### src/shared/cac_pkg.sv
// package: constants, register map and alarm setting layout for the alarm/range block
// assumes: one 50 MHz clock, registers reached over AXI4-Lite
package cac_pkg;
   localparam int CLK_HZ = 50_000_000;
   localparam int BLINK_MS = 250;
   localparam int BLINK_CYC = CLK_HZ / 1000 * BLINK_MS;
   localparam int DW = 16;
   localparam int NRNG = 4;
   localparam int NAUTO = 3;
   localparam int NALM = 2;
   localparam int PCT_DOWN = 85;
   localparam int PCT_FULL = 100;
   localparam logic [7:0] OFS_CTRL = 8'h00;
   localparam logic [7:0] OFS_APP = 8'h04;
   localparam logic [7:0] OFS_STAT = 8'h08;
   localparam logic [7:0] OFS_SAMP = 8'h0C;
   localparam logic [7:0] OFS_ACK = 8'h10;
   localparam logic [7:0] OFS_LIM = 8'h20;
   localparam logic [7:0] OFS_ALM = 8'h40;
   localparam int CTRL_AUTO = 0;
   localparam int CTRL_SEL = 1;
   localparam int CTRL_SHARED = 3;
   localparam int LIM_HI = 16;
   localparam logic [3:0] CTRL_RST = 4'h0;
   localparam logic [5:0] APP_RST = 6'h24;
   localparam logic [15:0] LIM_LO_RST = 16'h0000;
   localparam logic [NRNG-1:0][15:0] LIM_HI_RST = {16'h2710, 16'h2710, 16'h03E8, 16'h0064};
   localparam logic [19:0] ALM_RST = 20'h00000;
   localparam logic [1:0] RESP_OKAY = 2'h0;
   localparam logic [1:0] RESP_SLVERR = 2'h2;
   // word layout: setpoint in 15:0, rising 16, defeat 17, failsafe 18, latching 19
   typedef struct packed {
      logic latching;
      logic failsafe;
      logic defeat;
      logic rising;
      logic [DW-1:0] setpoint;
   } cac_alm_cfg_s;
endpackage

### src/shared/cac_alarm_if.sv
// interface: settings, sample and state between the top and one alarm channel
// assumes: both ends on aclk
`timescale 1ns/100ps
interface cac_alarm_if;
   import cac_pkg::*;
   logic sample_valid;
   logic [DW-1:0] sample;
   cac_alm_cfg_s cfg;
   logic ack;
   logic active;
   logic relay;
   modport ctl (output sample_valid, sample, cfg, ack, input active, relay);
   modport chan (input sample_valid, sample, cfg, ack, output active, relay);
endinterface

### src/verilog/cac_top.sv
// module: AXI4-Lite register file, range selection, analog clamp and two alarms
// assumes: sample_data comes from logic on aclk, sample_valid a one-cycle pulse
`timescale 1ns/100ps
module cac_top import cac_pkg::*; #(
   parameter int ADDR_W = 8,
   parameter int BLINK_CYCLES = BLINK_CYC
) (
   input wire logic aclk,
   input wire logic aresetn,
   input wire logic awvalid,
   output logic awready,
   input wire logic [ADDR_W-1:0] awaddr,
   input wire logic [2:0] awprot,
   input wire logic wvalid,
   output logic wready,
   input wire logic [31:0] wdata,
   input wire logic [3:0] wstrb,
   output logic bvalid,
   input wire logic bready,
   output logic [1:0] bresp,
   input wire logic arvalid,
   output logic arready,
   input wire logic [ADDR_W-1:0] araddr,
   input wire logic [2:0] arprot,
   output logic rvalid,
   input wire logic rready,
   output logic [31:0] rdata,
   output logic [1:0] rresp,
   input wire logic sample_valid,
   input wire logic [DW-1:0] sample_data,
   output logic [NALM-1:0] alarm_active,
   output logic [NALM-1:0] relay_drive,
   output logic [1:0] range_id,
   output logic [DW-1:0] analog_code,
   output logic analog_full_scale,
   output logic [DW-1:0] display_value,
   output logic display_blink
);
   typedef enum logic [7:0] {
      RG_NONE = 8'h01,
      RG_CTRL = 8'h02,
      RG_APP = 8'h04,
      RG_STAT = 8'h08,
      RG_SAMP = 8'h10,
      RG_ACK = 8'h20,
      RG_LIM = 8'h40,
      RG_ALM = 8'h80
   } cac_reg_e;

   typedef struct packed {
      logic awready;
      logic wready;
      logic bvalid;
      logic [1:0] bresp;
      logic arready;
      logic rvalid;
      logic [1:0] rresp;
      logic [31:0] rdata;
      logic aw_have;
      logic [ADDR_W-1:0] aw_addr;
      logic w_have;
      logic [31:0] wdata;
      logic [3:0] wstrb;
      logic [3:0] ctrl;
      logic [5:0] app;
      logic [NRNG-1:0][31:0] lim;
      logic [NRNG-1:0][NALM-1:0][19:0] alm;
      logic [NALM-1:0] ack;
      logic [1:0] cur;
      logic auto_on;
      logic samp_v;
      logic [DW-1:0] sample;
      logic ovr;
      logic [DW-1:0] aout;
      logic afull;
      logic blink;
      logic [31:0] bcnt;
   } cac_top_s;

   if (BLINK_CYCLES < 2 || ADDR_W < 8) begin : g_bad
      $error("cac_top: BLINK_CYCLES must be 2 or more and ADDR_W 8 or more");
   end

   cac_top_s q;
   cac_top_s d;
   logic forced;
   logic all_same;
   logic [1:0] sel_app;
   logic [NAUTO-1:0] elig;
   logic up_ok;
   logic dn_ok;
   logic [1:0] up_idx;
   logic [1:0] dn_idx;
   logic [1:0] first_idx;
   logic [DW-1:0] hi_q;
   logic dn_hit;
   logic cur_ok;
   logic [1:0] nxt;
   logic [DW-1:0] lo_n;
   logic [DW-1:0] hi_n;
   logic [31:0] wval;
   logic [19:0] aval;
   logic [31:0] stat;

   function automatic logic [31:0] cac_merge(input logic [31:0] o, input logic [31:0] n,
                                             input logic [3:0] s);
      logic [31:0] r;
      r = o;
      for (int b = 0; b < 4; b++) begin
         if (s[b]) begin
            r[8*b+:8] = n[8*b+:8];
         end
      end
      return r;
   endfunction

   // misaligned or out-of-window addresses decode to nothing and answer SLVERR
   function automatic cac_reg_e cac_dec(input logic [ADDR_W-1:0] a);
      logic [7:0] lo;
      lo = a[7:0];
      if (a[1:0] != 2'h0 || (a >> 8) != '0) begin
         return RG_NONE;
      end
      if (lo == OFS_CTRL) return RG_CTRL;
      if (lo == OFS_APP) return RG_APP;
      if (lo == OFS_STAT) return RG_STAT;
      if (lo == OFS_SAMP) return RG_SAMP;
      if (lo == OFS_ACK) return RG_ACK;
      if (lo[7:4] == OFS_LIM[7:4]) return RG_LIM;
      if (lo[7:5] == OFS_ALM[7:5]) return RG_ALM;
      return RG_NONE;
   endfunction

   always_comb begin
      // three range applications; any pair that matches names the auto application
      forced = (q.app[1:0] != q.app[3:2]) && (q.app[1:0] != q.app[5:4]) &&
               (q.app[3:2] != q.app[5:4]);
      all_same = (q.app[1:0] == q.app[3:2]) && (q.app[1:0] == q.app[5:4]);
      if (q.app[1:0] == q.app[3:2] || q.app[1:0] == q.app[5:4]) begin
         sel_app = q.app[1:0];
      end else begin
         sel_app = q.app[3:2];
      end
      up_ok = 1'b0;
      dn_ok = 1'b0;
      up_idx = 2'h0;
      dn_idx = 2'h0;
      first_idx = 2'h0;
      for (int i = NAUTO - 1; i >= 0; i--) begin
         elig[i] = q.app[2*i+:2] == sel_app;
         if (elig[i]) begin
            first_idx = 2'(i);
         end
         if (elig[i] && 2'(i) > q.cur) begin
            up_ok = 1'b1;
            up_idx = 2'(i);
         end
      end
      for (int i = 0; i < NAUTO; i++) begin
         if (elig[i] && 2'(i) < q.cur) begin
            dn_ok = 1'b1;
            dn_idx = 2'(i);
         end
      end
      cur_ok = (q.cur < 2'(NAUTO)) && elig[q.cur];
      hi_q = q.lim[q.cur][LIM_HI+:DW];
      // percent compare by products: no divider, exact at the threshold
      dn_hit = 24'(sample_data) * 24'(PCT_FULL) <
               24'(q.lim[dn_idx][LIM_HI+:DW]) * 24'(PCT_DOWN);
   end

   assign stat = {25'h0, alarm_active, q.ovr, forced, q.auto_on, q.cur};

   always_comb begin
      d = q;
      d.ack = '0;
      nxt = q.cur;
      lo_n = '0;
      hi_n = '0;
      wval = cac_merge(32'h0, q.wdata, q.wstrb);
      aval = '0;
      // write response handshake
      if (q.bvalid && bready) begin
         d.bvalid = 1'b0;
      end
      if (awvalid && q.awready) begin
         d.aw_have = 1'b1;
         d.aw_addr = awaddr;
      end
      if (wvalid && q.wready) begin
         d.w_have = 1'b1;
         d.wdata = wdata;
         d.wstrb = wstrb;
      end
      if (q.aw_have && q.w_have && !q.bvalid) begin
         d.aw_have = 1'b0;
         d.w_have = 1'b0;
         d.bvalid = 1'b1;
         d.bresp = RESP_OKAY;
         case (cac_dec(q.aw_addr))
            RG_CTRL: begin
               wval = cac_merge({28'h0, q.ctrl}, q.wdata, q.wstrb);
               d.ctrl = wval[3:0];
            end
            RG_APP: begin
               wval = cac_merge({26'h0, q.app}, q.wdata, q.wstrb);
               d.app = wval[5:0];
            end
            RG_ACK: begin
               d.ack = wval[NALM-1:0];
            end
            RG_LIM: begin
               d.lim[q.aw_addr[3:2]] = cac_merge(q.lim[q.aw_addr[3:2]], q.wdata, q.wstrb);
            end
            RG_ALM: begin
               wval = cac_merge({12'h0, q.alm[q.aw_addr[4:3]][q.aw_addr[2]]}, q.wdata, q.wstrb);
               aval = wval[19:0];
               for (int r = 0; r < NRNG; r++) begin
                  if (q.ctrl[CTRL_SHARED] || all_same || 2'(r) == q.aw_addr[4:3]) begin
                     d.alm[r][q.aw_addr[2]] = aval;
                  end
               end
            end
            RG_STAT, RG_SAMP: begin
               d.bresp = RESP_OKAY;
            end
            default: begin
               d.bresp = RESP_SLVERR;
            end
         endcase
      end
      // read channel
      if (q.rvalid && rready) begin
         d.rvalid = 1'b0;
      end
      if (arvalid && q.arready) begin
         d.rvalid = 1'b1;
         d.rresp = RESP_OKAY;
         case (cac_dec(araddr))
            RG_CTRL: d.rdata = {28'h0, q.ctrl};
            RG_APP: d.rdata = {26'h0, q.app};
            RG_STAT: d.rdata = stat;
            RG_SAMP: d.rdata = {16'h0, q.sample};
            RG_ACK: d.rdata = 32'h0;
            RG_LIM: d.rdata = q.lim[araddr[3:2]];
            RG_ALM: d.rdata = {12'h0, q.alm[araddr[4:3]][araddr[2]]};
            default: begin
               d.rdata = 32'h0;
               d.rresp = RESP_SLVERR;
            end
         endcase
      end
      // one write and one read outstanding at most
      d.awready = !d.aw_have && !d.bvalid;
      d.wready = !d.w_have && !d.bvalid;
      d.arready = !d.rvalid;
      d.auto_on = q.ctrl[CTRL_AUTO] && !forced;
      d.samp_v = sample_valid;
      if (sample_valid) begin
         d.sample = sample_data;
         if (!q.auto_on) begin
            nxt = q.ctrl[CTRL_SEL+:2];
         end else if (!cur_ok) begin
            nxt = first_idx;
         end else if (up_ok && sample_data >= hi_q) begin
            nxt = up_idx;
         end else if (dn_ok && dn_hit) begin
            nxt = dn_idx;
         end
         lo_n = q.lim[nxt][DW-1:0];
         hi_n = q.lim[nxt][LIM_HI+:DW];
         // range id and output scaling move in the same edge
         d.cur = nxt;
         d.ovr = sample_data > hi_n;
         d.afull = sample_data >= hi_n;
         if (sample_data >= hi_n) begin
            d.aout = hi_n - lo_n;
         end else if (sample_data <= lo_n) begin
            d.aout = '0;
         end else begin
            d.aout = sample_data - lo_n;
         end
      end
      if (!q.ovr) begin
         d.blink = 1'b0;
         d.bcnt = '0;
      end else if (q.bcnt == 32'(BLINK_CYCLES - 1)) begin
         d.bcnt = '0;
         d.blink = !q.blink;
      end else begin
         d.bcnt = q.bcnt + 32'h1;
      end
      if (!aresetn) begin
         d = '0;
         d.ctrl = CTRL_RST;
         d.app = APP_RST;
         for (int r = 0; r < NRNG; r++) begin
            d.lim[r] = {LIM_HI_RST[r], LIM_LO_RST};
            for (int k = 0; k < NALM; k++) begin
               d.alm[r][k] = ALM_RST;
            end
         end
      end
   end

   always_ff @(posedge aclk) begin
      q <= d;
   end

   for (genvar k = 0; k < NALM; k++) begin : g_alm
      cac_alarm_if bus ();
      assign bus.sample_valid = q.samp_v;
      assign bus.sample = q.sample;
      assign bus.cfg = cac_alm_cfg_s'(q.alm[q.cur][k]);
      assign bus.ack = q.ack[k];
      cac_alarm_chan cac_alarm_chan_i (
         .aclk(aclk),
         .aresetn(aresetn),
         .a(bus.chan)
      );
      assign alarm_active[k] = bus.active;
      assign relay_drive[k] = bus.relay;
   end

   assign awready = q.awready;
   assign wready = q.wready;
   assign bvalid = q.bvalid;
   assign bresp = q.bresp;
   assign arready = q.arready;
   assign rvalid = q.rvalid;
   assign rdata = q.rdata;
   assign rresp = q.rresp;
   assign range_id = q.cur;
   assign analog_code = q.aout;
   assign analog_full_scale = q.afull;
   assign display_value = q.sample;
   assign display_blink = q.blink;
endmodule // cac_top

### src/verilog/cac_alarm_chan.sv
// module: one setpoint alarm with latch, defeat and relay polarity
// assumes: sample_valid is a one-cycle pulse, settings come from registers
`timescale 1ns/100ps
module cac_alarm_chan import cac_pkg::*; (
   input wire logic aclk,
   input wire logic aresetn,
   cac_alarm_if.chan a
);
   typedef struct packed {
      logic active;
      logic relay;
      logic dft_prev;
      logic lat_prev;
   } cac_chan_s;
   cac_chan_s q;
   cac_chan_s d;
   logic cond;
   logic clr;

   always_comb begin
      if (a.cfg.rising) begin
         cond = a.sample > a.cfg.setpoint;
      end else begin
         cond = a.sample < a.cfg.setpoint;
      end
      // a settings toggle acts as reset, so it must be seen as an edge
      clr = a.ack || (q.dft_prev && !a.cfg.defeat) || (!q.lat_prev && a.cfg.latching);
      d = q;
      d.dft_prev = a.cfg.defeat;
      d.lat_prev = a.cfg.latching;
      if (clr) begin
         d.active = 1'b0;
      end
      if (a.sample_valid && !a.cfg.latching && !cond) begin
         d.active = 1'b0;
      end
      // set wins over a clear in the same cycle
      if (a.sample_valid && cond) begin
         d.active = 1'b1;
      end
      if (a.cfg.defeat) begin
         d.active = 1'b0;
      end
      if (a.cfg.failsafe) begin
         d.relay = !d.active;
      end else begin
         d.relay = d.active;
      end
      if (!aresetn) begin
         d = '0;
      end
   end

   always_ff @(posedge aclk) begin
      q <= d;
   end

   assign a.active = q.active;
   assign a.relay = q.relay;
endmodule // cac_alarm_chan

### config.mk
export PLATFORM = sky130hd
export DESIGN_NAME = cac_top
export DESIGN_NICKNAME = d
export VERILOG_FILES = /design/src/shared/cac_pkg.sv /design/src/shared/cac_alarm_if.sv /design/src/verilog/cac_top.sv /design/src/verilog/cac_alarm_chan.sv
export SDC_FILE = /design/constraint.sdc
export NUM_CORES = 2
export LEC_CHECK = 0
export BUFFER_PORTS_ARGS = -buffer_cell sky130_fd_sc_hd__buf_2
export CORE_ASPECT_RATIO = 0.7
export CORE_MARGIN = 3
export CORE_UTILIZATION = 50
export DETAILED_ROUTE_END_ITERATION = 10
export PLACE_DENSITY = 0.7
export SLEW_MARGIN = 25
export SYNTH_ARGS = -nofsm -noshare
export SYNTH_HDL_FRONTEND = slang
export SYNTH_SLANG_ARGS = --single-unit
### constraint.sdc
create_clock -name aclk -period 11.67 [get_ports aclk]
set_input_delay 1.167 -clock aclk [delete_from_list [all_inputs] [get_ports aclk]]
set_output_delay 1.167 -clock aclk [all_outputs]
set_load 0.01 [all_outputs]
==> results.yml <==
outcome:
  outcome: "finished clean"
power_and_ir_drop:
  switching_share_pct: 28.4
  peakVddDrop_mv: 0.109
  combPwrFrac_pct: 16.6
  sequentialPowerShare_pct: 42.4
  pwrdens_nw_per_um2: 110
  switching_power_mw: 1.10
  p_int_mw: 2.77
  power.leakage_nw: 14.5
  power_frac_clock_pct: 41.1
synthesis:
  synth-edff-count: 0
  syn_area_um2: 32100
  post_synth_num_cell_types: 103
  synth.avg_cell_area_um2: 9.15
  synth_async_sr_flop_share_pct: 0
  syn_inst: 3507
  ys.warnings.count: 0
  dominantRegCellSynth: "dfxtp_1"
  ffs_latches_synth: 464
  synth_sequential_area_ratio_pct: 28.9
sta:
  slew_violations: 0
  fin_skew_ns: 0.0289
  setup_total_negative_slack_ns: 0
  worst_slew_margin_rel_pct: 21.0
  postLayoutSetupSlackWorst_ns: 0.471
  fin_crit_sh_pct: 96.0
  worst_pin_slew_ns: 1.18
  hold_slack_ns: 0.453
  hold_violations: 0
  period_minus_slack_ns: 11.20
  setup_violations: 0
  fmaxAchievable_ghz: 0.0893
global_route:
  first_global_vias: 24400
  overflow: 0
  maximum_number_of_pins_on_one_net_before_global_route_repair: 224
  grt_first_pass_wirelength_um: 148000
  initial_antenna_violation_count: 0
  track_usage_pct: 28.5
routing:
  wl_per_cell_um: 22.5
  drc_markers: 0
  drtIter0Drc: 3363
  vias: 26900
  drt-vias-per-instance: 6.14
  route.final.wire_length_um: 98300
  drt.antenna.violating_nets: 0
  drt_pre_antenna_iters: 6
critical_path:
  cp-end-kind: "flip-flop"
  worst_setup_start_kind: "flip-flop"
  timing.critical_path.slowest_cell_delay_ns: 0.49
  crit_arrival_ns: 11.75
  crit_fanout: 20
  crit_type: "reg -> reg"
  cp.required_ns: 12.22
  slowest_cp_cell: "fa_1"
  cell_mode_on_critical_path: "a21o_1"
cts:
  cts_tree: "done"
  clock_transition_at_the_register_clock_pins_on_the_worst_setup_and_hold_paths_after_cts_ns: 0.07
  cts_htree_levels: 2
  tritoncts.num_buffers: 45
  clock_latency_ns: 0.62
  cts.root.buffer_cell: "clkbuf_16"
  hold_buffers: 0
  cts.path.max_buffers: 3
  cts.sink_count: 464
placement:
  detailedPlacementHpwl_um: 69100
  post_placement_worst_setup_slack_ns: -0.294
  numPortBuffers: 154
  routabilityCongestion: 0.986
die:
  initial_utilization_pct: 50.7
  floorplan.core_area_um2: 63300
  fp.dieW_um: 309
  floorplan.die_area_um2: 67300
  std_cell_rows: 77
  die_y_um: 218
  io_pins: 163
cells_and_area:
  finalNetCount: 3839
  layout.cells.most_common_list: "dfxtp_1 (454), nor2_1 (420), nand2_1 (356)"
  most_frequent_standard_cell_in_the_layout_excluding_fill_and_tap_cells: "dfxtp_1"
  syn_to_final_growth_pct: 9.97
  drive_above_1_share_pct: 18.0
min_path:
  hp-class: "reg -> reg"
flow_run:
  cap_violations: 0
kinds of logic after synthesis:
group	Yosys count	synth area share (%)
compound gates	618	13.0
xor+xnor	102	2.83
fa+ha+maj	252	10.5
buf+inv	529	7.21
flops	464	28.9
mux	501	23.5
other cells	1	0.0117
simple gates	1040	14.0
sequential cells by signal (all words and copies together), names as in the netlist, 2 cells and up:
name,count
display_value,16
range_id,2
rdata,32
g_alm.cac_alarm_chan_i.a.active,2
g_alm.cac_alarm_chan_i.q,4
g_alm.cac_alarm_chan_i.a.relay,2
analog_code,16
g_alm.bus.ack,2
q,378
cell usage after synthesis (26+ instances only):
| library cell | number | area share, % |
|---|---|---|
| fa_1 | 30 | 1.9 |
| o21ai_1 | 34 | 0.53 |
| a211oi_1 | 123 | 2.9 |
| buf_1 | 52 | 0.61 |
| clkbuf_1 | 151 | 1.8 |
| dfxtp_1 | 464 | 29 |
| mux2i_1 | 292 | 9.1 |
| and2_1 | 28 | 0.55 |
| o21ai_0 | 123 | 1.9 |
| nand2_1 | 357 | 4.2 |
| buf_4 | 75 | 1.8 |
| a21oi_1 | 133 | 2.1 |
| a21o_1 | 35 | 0.82 |
| xor2_1 | 39 | 1.1 |
| nor2b_1 | 26 | 0.51 |
| a22oi_1 | 30 | 0.70 |
| ha_1 | 215 | 8.4 |
| inv_1 | 239 | 2.8 |
| nor2_1 | 422 | 4.9 |
| xnor2_1 | 62 | 1.7 |
| mux4_2 | 200 | 14 |
| nand3_1 | 80 | 1.2 |
power by group through the flow:
stage | Clock (mW) | Sequential (mW) | Combinational [mW]
final | 1.59 | 1.64 | 0.642
after global routing | 1.67 | 1.64 | 0.714
after CTS | 1.60 | 1.64 | 0.617
after detailed placement | 0 | 1.68 | 0.603
after global placement | 0 | 1.68 | 0.593
after floorplan | 0 | 1.65 | 0.464
metrics by stage:
stage / cell area [um^2] / utilization [%] / std cells / power, mW
6_report: 35300 / 55.7 / 4380 / 3.88
4_1_cts: 34800 / 55.0 / 4360 / 3.86
3_5_place_dp: 33200 / 52.4 / 4274 / 2.28
2_1_floorplan: 32200 / - / 3508 / 2.11
5_1_grt: 35300 / 55.7 / 4378 / 4.03
3_3_place_gp: 33200 / 52.4 / 4274 / 2.27
repair_timing:
| item | CTS | global route |
|---|---|---|
| hold endpoints to repair | 0 | 0 |
| buffers inserted | 2 | 16 |
| pin swaps | 3 | 42 |
| setup endpoints to repair | 12 | 17 |
| cloned | 0 | 1 |
| gates resized for setup | 6 | 67 |
layout make-up:
| cell class | count | area, um^2 |
|---|---|---|
| diodes | 2 | 5.00 |
| clock buffers | 63 | 1320 |
| clock inverters | 21 | 283 |
| fillers | 5561 | 28000 |
| inverters | 240 | 908 |
| multi-input cells | 2515 | 20800 |
| flip-flops and latches | 464 | 9310 |
| well taps | 829 | 1040 |
| repair buffers | 246 | 1580 |
per-layer routing:
metal / up-vias / share of wire (%) / GRT usage (%)
li1: 12400 / - / -
met1: 12800 / 47 / 44.9
met2: 1458 / 38 / 37.7
met3: 158 / 13 / 8.39
met4: 0 / 2.0 / 6.30
met5: - / 0 / 0
worst paths after layout:
check,start,end,slack (ns),depth (start not counted)
hold reg to reg,q[408],q[408],0.45,2
setup / recovery,q[366],analog_code[13],0.47,58
hold / removal,q[408],q[408],0.45,2
setup reg to reg,q[366],analog_code[13],0.47,58
worst max-delay path, delay by kind of cell (launching register included):
family,cells,cell delay (ns)
and+or+nand+nor,15,2.35
buffers and inverters,8,1.07
adders and majority gates,7,2.32
DFF,1,0.38
xor gates and xnor gates,3,0.42
AOI/OAI and AO/OA,23,4.15
muxes,2,0.39
Power figures use the tool's default switching activity.
